<file path="src/verilog/smpc_regs.vh">
// Register offsets, field positions, codes and timing constants of the sleep controller.
`ifndef SMPC_REGS_VH
`define SMPC_REGS_VH
`define SMPC_ADDR_SLEEP 4'h0
`define SMPC_ADDR_MCU 4'h1
`define SMPC_ADDR_PWRRED 4'h2
`define SMPC_ADDR_STATUS 4'h3
`define SMPC_BIT_ARM 0
`define SMPC_SEL_LSB 1
`define SMPC_SEL_MSB 3
`define SMPC_BIT_DBGOFF 7
`define SMPC_BIT_BSOFF 6
`define SMPC_BIT_BSUNL 5
`define SMPC_MODE_IDLE 3'h0
`define SMPC_MODE_ADCNR 3'h1
`define SMPC_MODE_PDOWN 3'h2
`define SMPC_MODE_PSAVE 3'h3
`define SMPC_MODE_STBY 3'h6
`define SMPC_UNLOCK_CYC 3'h4
`define SMPC_BSOFF_CYC 3'h3
`define SMPC_STBY_CYC 16'h0006
`define SMPC_BOD_WAKE_US 60
`define SMPC_CLK_MHZ 10
`define SMPC_PRR_MASK 8'h0f
`endif

</file>
<file path="src/verilog/smpc_controller.v">
// Sleep mode and power management controller: clock gating, wake-up, brown-out sleep control.
//
// Overview of operation
// RL1: Detector off in sleep, back on at wake.
// RL2: Wake delay stretched to 60 us if disabled.
// RL3: Bit 6 of control register disables detector.
// RL4: Off control written only through unlock sequence.
// RL5: Software completes second write within four cycles.
// RL6: Active three cycles after set, auto-clears.
// RL7: Sleep needs arm bit plus sleep instruction.
// RL8: Idle stops core and flash clocks only.
// RL9: Idle or noise mode starts ADC conversion.
// RL10: Noise mode also stops io clock.
// RL11: Noise mode wakes on listed sources only.
// RL12: Power-down stops oscillator and generated clocks.
// RL13: Power-down wakes on listed sources only.
// RL14: Power-down wake waits fuse-selected start-up delay.
// RL15: Power-save keeps timer 2, wakes on it.
// RL16: Power-save stops unused timer clock sources.
// RL17: Standby keeps oscillator, wakes in six cycles.
// RL18: Reduction bit stops clock, blocks register access.
// RL19: Clearing reduction bit restarts clock, state kept.
// RL20: ADC stays enabled; re-enable gives extended conversion.
// RL21: Deep sleep disables comparator, reference may stay.
// RL22: Reference enabled only when detector, comparator, ADC.
// RL23: Input buffers off when io and ADC clocks stop.
// RL24: Debug fuse keeps main clock in deep sleep.
// RL25: Scan port disabled by bit or fuse.
// RL26: Reserved sleep code enters no sleep.
`include "smpc_regs.vh"
module smpc_controller #(
    parameter [15:0] STARTUP_CYC = 16'h0400
) (
    // Clock and asynchronous active-low reset.
    input wire ref_clk,
    input wire resetn,
    // Register port; read data stand only in the cycle after the strobe.
    input wire [3:0] regAddr,
    input wire [7:0] regWdata,
    input wire regWrite,
    input wire regRead,
    output reg [7:0] regRdata,
    // Sleep instruction pulse from the core.
    input wire sleepInstr,
    // Static fuse and clock source settings.
    input wire extXtalSelected,
    input wire onchipDebugFuse,
    input wire scanPortFuse,
    input wire bodFuseEnabled,
    // Analog and timer configuration levels.
    input wire adcEnabled,
    input wire comparatorOff,
    input wire comparatorUsesRef,
    input wire timer2Enabled,
    input wire timer2Async,
    // Wake requests from logic on the same clock.
    input wire timer2OvfIrq,
    input wire timer2CmpIrq,
    input wire [1:0] timer2IrqEnables,
    input wire globalIrqEnable,
    input wire wakeAdcDone,
    input wire wakeSpmReady,
    input wire wakeOtherIrq,
    // Wake requests from pins, synchronised inside.
    input wire wakeStartCond,
    input wire wakePinChange,
    input wire extIrqZeroLevel,
    // A reset request wakes every mode.
    input wire wakeResetReq,
    // Clock gates; one means the clock runs.
    output wire coreClockEn,
    output wire flashClockEn,
    output wire ioClockEn,
    output wire adcClockEn,
    output wire asyncClockEn,
    output wire mainOscEn,
    output wire timerOscEn,
    output wire timer2SyncClockEn,
    // Per-peripheral clock and register access gates.
    output wire [3:0] periphClockEn,
    output wire [3:0] periphAccessEn,
    // Conversion controls towards the ADC.
    output reg adcStartConv,
    output reg adcExtendedConv,
    // Analog enables, scan port enable and sleep status.
    output wire comparatorEn,
    output wire vrefEn,
    output wire bodEn,
    output wire inputBufEn,
    output wire scanPortEn,
    output wire sleeping
);
    // Counts for the 60 us detector wake delay; the product is cut to the counter width on purpose.
    localparam integer BOD_WAKE_INT = `SMPC_BOD_WAKE_US * `SMPC_CLK_MHZ;
    localparam [15:0] BOD_WAKE_CYC = BOD_WAKE_INT[15:0];

    // Sequencer states, one-hot. Run executes code; sleep waits for a qualified wake source.
    // Wake counts out the start-up delay with the gates still shut.
    // Resume gives the core one running cycle before another sleep instruction is taken.
    localparam S_RUN = 4'h1;
    localparam S_SLEEP = 4'h2;
    localparam S_WAKE = 4'h4;
    localparam S_RESUME = 4'h8;

    // Sequencer state and its next value.
    reg [3:0] state;
    reg [3:0] next_state;

    // Mode latched at sleep entry, so a later write cannot change a sleep in progress.
    reg [2:0] sleepMode;

    // Sleep control register: arm bit and mode select.
    reg sleepArm;
    reg [2:0] sleepSelect;

    // Debug port disable bit of the control register.
    reg debugPortDisable;

    // Power reduction bits, one per gated peripheral.
    reg [3:0] powerReduction;

    // Detector-off control, its unlock bit and the two timers of the sequence.
    reg brownoutSleepOff;
    reg brownoutSleepUnlock;
    reg [2:0] unlockCnt;
    reg [2:0] bsoffCnt;

    // High while a sleep instruction may still switch the detector off.
    reg bsoffActive;

    // Detector off for the sleep in progress.
    reg bodOffThisSleep;

    // Wake delay counter and its load value.
    reg [15:0] wakeCnt;
    reg [15:0] next_wakeDelay;

    // ADC enable history for the extended conversion flag.
    reg adcEnPrev;
    reg adcOffSeen;

    // Sleep level one cycle back, for the entry edge.
    reg sleepPrev;

    // First and second stages of the pin wake synchroniser.
    reg [2:0] syncA;
    reg [2:0] syncB;

    // Qualified wake request of the present mode.
    reg wakeRaw;

    // Decodes whether a select code names a documented sleep mode.
    function validMode;
        input [2:0] m;
        begin
            validMode = (m == `SMPC_MODE_IDLE) || (m == `SMPC_MODE_ADCNR) || (m == `SMPC_MODE_PDOWN) ||
                        (m == `SMPC_MODE_PSAVE) || (m == `SMPC_MODE_STBY);
        end
    endfunction

    // Deep modes are those that halt the core, flash, io and ADC clocks.
    // Standby counts as deep: only its oscillator and its fixed six-cycle wake delay differ from power-down.
    function deepMode;
        input [2:0] m;
        begin
            deepMode = (m == `SMPC_MODE_PDOWN) || (m == `SMPC_MODE_PSAVE) || (m == `SMPC_MODE_STBY);
        end
    endfunction

    wire asleep = (state == S_SLEEP) || (state == S_WAKE);
    wire inIdle = asleep && (sleepMode == `SMPC_MODE_IDLE);
    wire inNoise = asleep && (sleepMode == `SMPC_MODE_ADCNR);
    wire inDeep = asleep && deepMode(sleepMode);
    wire inSave = asleep && (sleepMode == `SMPC_MODE_PSAVE);
    wire inStby = asleep && (sleepMode == `SMPC_MODE_STBY);
    // Standby is only entered with a crystal or resonator; otherwise the code acts as reserved.
    wire modeOk = validMode(sleepSelect) && ((sleepSelect != `SMPC_MODE_STBY) || extXtalSelected);
    wire goSleep = (state == S_RUN) && sleepInstr && sleepArm && modeOk; // RL7 RL26
    // A sleep instruction with the arm bit clear is simply executed as a no-op.
    wire wrMcu = regWrite && (regAddr == `SMPC_ADDR_MCU);
    // Timer 2 wakes only with its own enable and the global enable both set.
    wire timer2Wake = timer2Enabled && globalIrqEnable &&
                      ((timer2OvfIrq && timer2IrqEnables[0]) || (timer2CmpIrq && timer2IrqEnables[1]));

    // Pin-side wake sources cross into the clock domain through three stages; a change counts on agreement.
    always @(posedge ref_clk or negedge resetn) begin
        if (!resetn) begin
            syncA <= 3'h0;
            syncB <= 3'h0;
        end else begin
            // Only the second stage reads the first, so a metastable first stage never fans out.
            syncA <= {wakeStartCond, wakePinChange, extIrqZeroLevel};
            syncB <= syncA;
        end
    end

    // Third stage and agreement test kept separate so only the second stage reads the first.
    reg [2:0] syncC;
    always @(posedge ref_clk or negedge resetn) begin
        if (!resetn) syncC <= 3'h0;
        else syncC <= syncB;
    end
    wire [2:0] pinWake = syncB & syncC;

    // Per-mode wake qualification.
    // A level on the external interrupt must be held until the synchroniser agrees, or it is lost.
    always @* begin
        wakeRaw = wakeResetReq | (|pinWake);
        if (inIdle) begin
            wakeRaw = wakeRaw | wakeAdcDone | wakeSpmReady | wakeOtherIrq | timer2Wake;
        end else if (inNoise) begin
            wakeRaw = wakeRaw | wakeAdcDone | wakeSpmReady | (timer2Wake && timer2Async); // RL11
        end else if (inSave) begin
            wakeRaw = wakeRaw | timer2Wake; // RL15
        end else begin
            wakeRaw = wakeRaw; // RL13
        end
    end

    // Wake delay: standby is fixed, deep modes use the fuse start-up time, detector-off sleeps stretch it.
    // The detector needs its full settle time whatever the mode, so the longer count wins.
    // The cost is a slow wake-up from every detector-off sleep, even a short one.
    always @* begin
        if (inStby) next_wakeDelay = `SMPC_STBY_CYC; // RL17
        else if (inDeep) next_wakeDelay = STARTUP_CYC; // RL14
        else next_wakeDelay = 16'h0001;
        if (bodOffThisSleep && next_wakeDelay < BOD_WAKE_CYC) next_wakeDelay = BOD_WAKE_CYC; // RL2
    end

    // Sleep sequencer.
    // A wake source that drops during the delay does not cancel the wake-up.
    // Unused one-hot codes fall back to run, so a disturbed state never locks the clocks off.
    always @* begin
        case (state)
            S_RUN: next_state = goSleep ? S_SLEEP : S_RUN;
            S_SLEEP: next_state = wakeRaw ? S_WAKE : S_SLEEP;
            S_WAKE: next_state = (wakeCnt <= 16'h0001) ? S_RESUME : S_WAKE;
            S_RESUME: next_state = S_RUN;
            default: next_state = S_RUN;
        endcase
    end

    always @(posedge ref_clk or negedge resetn) begin
        if (!resetn) begin
            state <= S_RUN;
            sleepMode <= 3'h0;
            wakeCnt <= 16'h0000;
            bodOffThisSleep <= 1'b0;
        end else begin
            state <= next_state;
            if (goSleep) begin
                sleepMode <= sleepSelect;
                bodOffThisSleep <= bsoffActive && deepMode(sleepSelect); // RL1 RL6
            end
            if (state == S_SLEEP && wakeRaw) wakeCnt <= next_wakeDelay;
            else if (state == S_WAKE) wakeCnt <= wakeCnt - 16'h0001;
            if (state == S_RESUME) bodOffThisSleep <= 1'b0; // RL1
        end
    end

    // Control registers and the timed brown-out sleep unlock.
    always @(posedge ref_clk or negedge resetn) begin
        if (!resetn) begin
            sleepArm <= 1'b0;
            sleepSelect <= 3'h0;
            debugPortDisable <= 1'b0;
            powerReduction <= 4'h0;
            brownoutSleepOff <= 1'b0; // RL3
            brownoutSleepUnlock <= 1'b0;
            unlockCnt <= 3'h0;
            bsoffCnt <= 3'h0;
            bsoffActive <= 1'b0;
        end else begin
            if (regWrite && regAddr == `SMPC_ADDR_SLEEP) begin
                sleepArm <= regWdata[`SMPC_BIT_ARM];
                sleepSelect <= regWdata[`SMPC_SEL_MSB:`SMPC_SEL_LSB];
            end
            if (regWrite && regAddr == `SMPC_ADDR_PWRRED) begin
                powerReduction <= regWdata[3:0]; // RL18 RL19
            end
            if (wrMcu) debugPortDisable <= regWdata[`SMPC_BIT_DBGOFF];
            // The unlock window closes four cycles after the first write; a new unlock write restarts it.
            // An off-bit write outside the window leaves the bit untouched, as any stray write must.
            if (unlockCnt != 3'h0) unlockCnt <= unlockCnt - 3'h1;
            if (wrMcu && regWdata[`SMPC_BIT_BSOFF] && regWdata[`SMPC_BIT_BSUNL]) begin
                brownoutSleepUnlock <= 1'b1;
                unlockCnt <= `SMPC_UNLOCK_CYC; // RL4 RL5
            end else if (wrMcu && brownoutSleepUnlock && unlockCnt != 3'h0 && regWdata[`SMPC_BIT_BSOFF]) begin
                brownoutSleepOff <= 1'b1; // RL4
                brownoutSleepUnlock <= 1'b0;
                unlockCnt <= 3'h0;
                bsoffCnt <= `SMPC_BSOFF_CYC + `SMPC_BSOFF_CYC;
            end else if (unlockCnt == 3'h1) begin
                brownoutSleepUnlock <= 1'b0;
            end
            // Becomes active after three cycles, then holds for three more before clearing itself.
            if (bsoffCnt != 3'h0) begin
                bsoffCnt <= bsoffCnt - 3'h1;
                bsoffActive <= (bsoffCnt <= `SMPC_BSOFF_CYC + 3'h1) && (bsoffCnt > 3'h1); // RL6
                if (bsoffCnt == 3'h1) brownoutSleepOff <= 1'b0; // RL6
            end else begin
                bsoffActive <= 1'b0;
            end
        end
    end

    // ADC start on idle/noise entry and extended conversion after an off/on cycle.
    // Reset counts as the ADC having been off, so the first conversion is always extended.
    always @(posedge ref_clk or negedge resetn) begin
        if (!resetn) begin
            adcStartConv <= 1'b0;
            adcExtendedConv <= 1'b0;
            adcEnPrev <= 1'b0;
            adcOffSeen <= 1'b1;
            sleepPrev <= 1'b0;
        end else begin
            sleepPrev <= asleep;
            adcEnPrev <= adcEnabled;
            adcStartConv <= adcEnabled && asleep && !sleepPrev &&
                            (sleepMode == `SMPC_MODE_IDLE || sleepMode == `SMPC_MODE_ADCNR); // RL9
            if (!adcEnabled) adcOffSeen <= 1'b1;
            else if (adcEnabled && !adcEnPrev) adcExtendedConv <= adcOffSeen; // RL20
            if (adcEnabled && adcEnPrev && wakeAdcDone) begin
                adcOffSeen <= 1'b0;
                adcExtendedConv <= 1'b0;
            end
        end
    end

    // Clock gating per mode.
    // Standby keeps the oscillator but no generated clock.
    // A debug session keeps the main clock in power-down and power-save so the debugger stays in step.
    wire debugHold = onchipDebugFuse && asleep &&
                     (sleepMode == `SMPC_MODE_PDOWN || sleepMode == `SMPC_MODE_PSAVE); // RL24
    assign coreClockEn = !asleep; // RL8
    assign flashClockEn = !asleep; // RL8
    assign ioClockEn = !asleep || inIdle; // RL10
    assign adcClockEn = !asleep || inIdle || inNoise; // RL10
    assign asyncClockEn = !inDeep || (inSave && timer2Enabled && timer2Async); // RL12 RL15
    assign mainOscEn = !inDeep || inStby || debugHold ||
                       (inSave && timer2Enabled && !timer2Async); // RL12 RL16 RL17 RL24
    assign timerOscEn = !inDeep || (inSave && timer2Enabled && timer2Async); // RL16
    assign timer2SyncClockEn = mainOscEn && !(inDeep && !inSave) && !inStby; // RL16
    assign periphClockEn = ioClockEn ? ~powerReduction : 4'h0; // RL18 RL19
    assign periphAccessEn = ~powerReduction; // RL18
    assign comparatorEn = !comparatorOff && !inDeep; // RL21
    assign bodEn = bodFuseEnabled && !bodOffThisSleep; // RL1
    assign vrefEn = bodEn || adcEnabled || (!comparatorOff && (comparatorEn || comparatorUsesRef)); // RL21 RL22
    assign inputBufEn = ioClockEn || adcClockEn; // RL23
    assign scanPortEn = scanPortFuse && !debugPortDisable; // RL25
    assign sleeping = asleep;

    // Register read port; data stand in the cycle after the read strobe.
    // Unmapped offsets and idle cycles read zero rather than holding the last value.
    always @(posedge ref_clk or negedge resetn) begin
        if (!resetn) regRdata <= 8'h00;
        else if (regRead) begin
            case (regAddr)
                `SMPC_ADDR_SLEEP: regRdata <= {4'h0, sleepSelect, sleepArm};
                `SMPC_ADDR_MCU: regRdata <= {debugPortDisable, brownoutSleepOff, brownoutSleepUnlock, 5'h00};
                `SMPC_ADDR_PWRRED: regRdata <= {4'h0, powerReduction} & `SMPC_PRR_MASK;
                `SMPC_ADDR_STATUS: regRdata <= {4'h0, state};
                default: regRdata <= 8'h00;
            endcase
        end else regRdata <= 8'h00;
    end
endmodule

</file>
<file path="config.mk">
export PLATFORM = sky130hd
export DESIGN_NAME = smpc_controller
export DESIGN_NICKNAME = d
export VERILOG_FILES = /design/src/verilog/smpc_controller.v
export VERILOG_INCLUDE_DIRS = /design/src /design/src/verilog
export SDC_FILE = /design/constraint.sdc
export NUM_CORES = 1
export LEC_CHECK = 0
export ABC_AREA = 1
export BUFFER_PORTS_ARGS = -buffer_cell sky130_fd_sc_hd__buf_2
export CORE_MARGIN = 2
export CORE_UTILIZATION = 40
export DETAILED_ROUTE_END_ITERATION = 12
export PLACE_DENSITY = 0.61
export SLEW_MARGIN = 5
export SYNTH_ARGS = -nofsm -noshare
export SYNTH_HDL_FRONTEND = slang
export SYNTH_SLANG_ARGS = --single-unit
export TNS_END_PERCENT = 10
</file>
<file path="constraint.sdc">
create_clock -name ref_clk -period 1.6 [get_ports ref_clk]
set_input_delay 0.16 -clock ref_clk [delete_from_list [all_inputs] [get_ports ref_clk]]
set_output_delay 0.16 -clock ref_clk [all_outputs]
set_load 0.01 [all_outputs]
</file>
-- After elaboration in Yosys (flattened, before gate mapping)
Cells that the tools add are included.
W data, S select, Z words.
- bitwise operators: 9
- $add $sub $neg: 3
- $lt $le $gt $ge: 4
- equal/unequal tests: 20
- muxes and demuxes: 36
- reduce and logical (&&, ||, !) cells: 92
- operators with widths (kind ; number):
    $mux W16 ; 3
    $logic_and A1 B1 Y1 ; 44
    $pmux W8 S4 ; 1
    $logic_or A1 B1 Y1 ; 22
    $mux W11 ; 2
    $mux W3 ; 7
    $mux W1 ; 18
    $le A16 B1 Y1 const B ; 1
    $lt A16 B10 Y1 const B ; 1
    $sub A16 B1 Y16 const B ; 1
    $eq A3 B1 Y1 const B ; 4
    $eq A3 B2 Y1 const B ; 4
    $eq A4 B2 Y1 const B ; 3
    $pmux W4 S3 ; 1
    $reduce_bool A3 Y1 ; 4
    $logic_not A1 Y1 ; 11
    $reduce_bool A2 Y1 ; 5
    $eq A4 B1 Y1 const B ; 2
    $mux W4 ; 2
    $mux W8 ; 1
    $or A1 B1 Y1 ; 7
    $eq A3 B3 Y1 const B ; 2
    $logic_not A3 Y1 ; 2
    $sub A3 B1 Y3 const B ; 2
    12 further kinds ; 14
- bits of input ports: 38
- flip-flop bits (word level): 64

-- Longest topological paths before layout
- depth in word-level cells: 10
- mapped depth: 14
- gate-level depth less buffers: 13

-- Worst setup path after synthesis
No wires, ideal clock.
- path kind: reg2out
- from: reg state[3]
- to: out timerOscEn
- cell stages (with the launch flop): 10
- data arrival time: 1.515 ns
- path buffers: 1
- data required time: 1.440 ns
- setup slack: -0.075 ns
- path through: dfrtp_1 inv_1 nand2_2 nor2_4 inv_2 nand2_4 inv_2 a211oi_2 o21ai_0 buf_4
- word-level cells in the longest chain between the ends: 6
- RTL lines (what ; line ; source):
    from (decl) ; smpc_controller.v:106 ; reg [3:0] state;
    from (signal assigned) ; smpc_controller.v:250 ; state <= next_state;
    $eq A4 B2 Y1 or $eq A4 B3 Y1 (tied branches) ; smpc_controller.v:170 ; wire asleep = (state == S_SLEEP) || (state == S_WAKE);
    $logic_or A1 B1 Y1 (*) ; smpc_controller.v:170 ;
    via sleeping ; smpc_controller.v:91 ; output wire sleeping
    $logic_and A1 B1 Y1 ; smpc_controller.v:174 ; wire inSave = asleep && (sleepMode == `SMPC_MODE_PSAVE);
    $logic_and A1 B1 Y1 (2 in series) ; -- ;
    $logic_or A1 B1 Y1 (*) ; -- ;
    to (decl) ; smpc_controller.v:77 ; output wire timerOscEn,
The timed path passes the listed nets; every way through them passes the cells marked *.

-- Final worst setup path
- from: reg state[0]
- to: out vrefEn
- word-level cells in the longest chain between the ends: 8
- RTL lines (what ; line ; source):
    $eq A4 B2 Y1 or $eq A4 B3 Y1 (tied branches) ; smpc_controller.v:170 ;
    $logic_or A1 B1 Y1 (*) ; smpc_controller.v:170 ;
    $logic_and A1 B1 Y1 (*) ; smpc_controller.v:173 ; wire inDeep = asleep && deepMode(sleepMode);
    $logic_not A1 Y1 (*) ; smpc_controller.v:346 ; assign comparatorEn = !comparatorOff && !inDeep;
    $logic_and A1 B1 Y1 (*) ; smpc_controller.v:346 ;
    $logic_or A1 B1 Y1 (*) ; smpc_controller.v:348 ; assign vrefEn = bodEn || adcEnabled || (!comparatorOff && (comparatorEn || comparatorUsesRef));
    $logic_and A1 B1 Y1 (*) ; smpc_controller.v:348 ;
    $logic_or A1 B1 Y1 (*) ; smpc_controller.v:348 ;
    to (decl) ; smpc_controller.v:87 ; output wire vrefEn,
Mark *: on every way between the ends. The rest lies on a longest branch, timed or not.

==> summary.md <==
| Metric | Value |
|---|---|
| Status | finished, violations left |
| Violated checks | negative setup slack |
| Via count | 2871 |
| Pleak | 2.34 nW |
| Post-synth EDFFs | 0 |
| Worst hold path class | in2reg |
| Total track usage | 17.5% |
| Max cap viols | 0 |
| Post-synth top area share | 46.6% |
| Clock root buffer master | clkbuf_8 |
| Slowest cell delay on critical path | 540 ps |
| DRT iter0 DRCs | 65 |
| Row Count | 33 |
| Global route total overflow | 0 |
| Synth top area cells | dfrtp_1 47%, nand2_1 9.9%, inv_1 6.9%, nor2_1 5.2%, nand3_1 3.8% |
| First-pass GRT wire length | 12300 um |
| Antenna viol nets, final | 0 |
| Initial antenna violation count | 0 |
| Final HPWL DP | 5130 um |
| Sink Count | 63 |
| H-tree depth | 3 |
| Post-route cell area | 0.00443 mm2 |
| Min Clock Period, post-route | 1960 ps |
| Buf/Inv on CP | 4 |
| N_diodes | 0 |
| Total chip power | 5.50 mW |
| Async S/R FF share, synth | 100% |
| Top FF cell, synth | dfrtp_1 |
| Layout area overhead | 35.1% |
| Area leader, netlist | dfrtp_1 |
| WP data arrival | 1800 ps |
| Worst skew pair latency | 340 ps |
| TritonCTS Buffers | 9 |
| Endpoints failing setup | 33 |
| Routed WL per cell | 11.3 um |
| CTS tree | done |
| Slowest stage cell, crit path | dfstp_2 |
| Fmax | 510 MHz |
| Crit path cell chain | inv_2 -> nand2_4 -> nor2_4 -> inv_2 -> nand2_4 -> inv_6 -> a211oi_4 -> or2_4 -> o211ai_1 -> buf_2 |
| Final hold slack | 65.3 ps |
| Core box area | 0.00809 mm2 |
| Setup ws final | -362 ps |
| Synth Net Count | 446 |
| PD cells | 1240 mW/mm2 |
| Seq cells post-synth | 63 |
| Sequential-to-total area share from yosys stat | 48.2% |
| DRC | 0 |
| Final wirelength | 7140 um |
| RSZ-0062 raised after global routing | true |
| Number of global-route vias before repair | 2780 |
| Crit-path max FO | 5 |
| Largest net degree at the start of global routing | 23 |
| Count leader, synth | nand2_1 |
| Critical path class | reg2out |
| Die height | 94.5 um |
| Nets@finish | 566 |
| Cell family with most CP delay | flip-flops |
| Slew Limit Fails | 0 |
| Final hold violations | 0 |
| Post-synth cell types | 39 |
| Clk_skew | 7.65 ps |
| Critical path required time | 1440 ps |
| Crit path capture type | primary output |
| Pre-CTS WS | -46.4 ps |
| Worst Setup Start Kind | register |
| Worst vdd ir | 0.802 mV |
| Die area | 0.00893 mm2 |
| Clock slew at reported path FFs | 70 ps |
| Initial Util | 40.5% |
| Gpl congestion | 0.879 |
| Mean Syn Cell Area | 8.21 um2 |
| Die span in x | 94.5 um |
| Post-route setup TNS | -6050 ps |
| Share of cells above drive strength 1 | 33.8% |
| I/O Pins | 70 |
| Most frequent cells after synthesis | 86 x nand2_1, 61 x dfrtp_1, 60 x inv_1 |
| Tcrit/Tclk final | 123% |
| Count of input and output buffers | 67 |
| Post-Syn Instances | 399 |
| Placed Area | 0.00392 mm2 |
| Yosys warns | 0 |
| Drt first pass iters | 4 |
| Mapped Area | 0.00328 mm2 |
| Largest buffer count on any clock path | 2 |
| Vias/cell | 4.56 |
-- metrics by stage --
step	instances	util [%]
floorplan	399	-
finish	629	54.7
detailed placement	593	48.4
global placement	593	48.4
global route	629	54.7
CTS	621	53.4
-- routing by layer --
metal | GRT usage (%) | vias up | routed length [um]
li1 | - | 1483 | -
met1 | 21.6 | 1328 | 3260
met2 | 29.9 | 48 | 3500
met3 | 3.59 | 12 | 234
met4 | 7.00 | 0 | 138
met5 | 0 | - | 0
-- power breakdown --
group	internal, mW	switching, mW
Combinational	0.728	0.928
Sequential	1.94	0.310
Clock	0.927	0.669
Total	3.60	1.91
-- worst min-delay path: stages --
cell and delay, ps:
buf_2 70, nor2_1 30, a21oi_1 100
-- cells in the final DEF (no fill, tap or decap), drive strengths merged, types with 2 or more instances in the layout --
cell	instances
buf	110
ha	9
a211oi	4
dfrtp	61
xor2	12
nor2	49
nand3	25
clkinv	2
dfstp	2
inv	68
clkinvlp	2
dlygate4sd3	6
or2	3
o31ai	2
o21ai	22
bufinv	2
nor4	4
a31oi	3
nand2	101
xnor2	2
nor3	12
nand4	2
a21oi	4
clkbuf	10
-- cell families (layout without fill, tap and decap cells) --
group	Yosys count	count (layout)	synth area share (%)
AOI/OAI and AO/OA	39	39	7.18
xor gates and xnor gates	14	14	3.74
DFF	63	63	48.2
and+or+nand+nor	198	198	27.3
buffers and inverters	75	200	10.0
adders and majority gates	9	9	3.44
other	1	1	0.114
-- flip-flops by register name, summed over array words and instances, names as in the netlist, 3 cells and up --
signal,cells
bsoffCnt,3
powerReduction,4
regRdata,7
sleepMode,3
sleepSelect,3
state,4
syncA,3
syncB,3
syncC,3
unlockCnt,3
wakeCnt,16
-- worst paths after layout --
kind,from,to,slack (ps),cells past startpoint
max,state[0]$_DFF_PN1_,vrefEn,-360,10
min,regWdata[7],debugPortDisable$_DFFE_PN0N_,70,3
max reg2reg,state[0]$_DFF_PN1_,wakeCnt[1]$_DFFE_PN0P_,-170,13
min reg2reg,syncA[1]$_DFF_PN0_,syncB[1]$_DFF_PN0_,350,0
max in group asynchronous,resetn,sleepMode[2]$_DFFE_PN0P_,890,3
min in group asynchronous,resetn,adcExtendedConv$_DFFE_PN0P_,210,2
-- final cells by class --
type,instances,area [um2]
Fill cell,779,3670
Sequential cell,63,1580
Multi-Input combinational cell,261,1470
Timing Repair Buffer,116,741
Inverter,68,273
Clock buffer,10,138
Tap cell,105,131
Clock inverter,6,92.6
-- repair_timing --
| item | in CTS | in global routing |
|---|---|---|
| setup buffers | 7 | 8 |
| hold buffers | 6 | 0 |
| resized for setup | 13 | 13 |
| endpoints found under the hold margin | 67 | 0 |
| setup endpoints to repair | 24 | 38 |
| pin swaps | 6 | 7 |
Power figures use the tool's default switching activity.
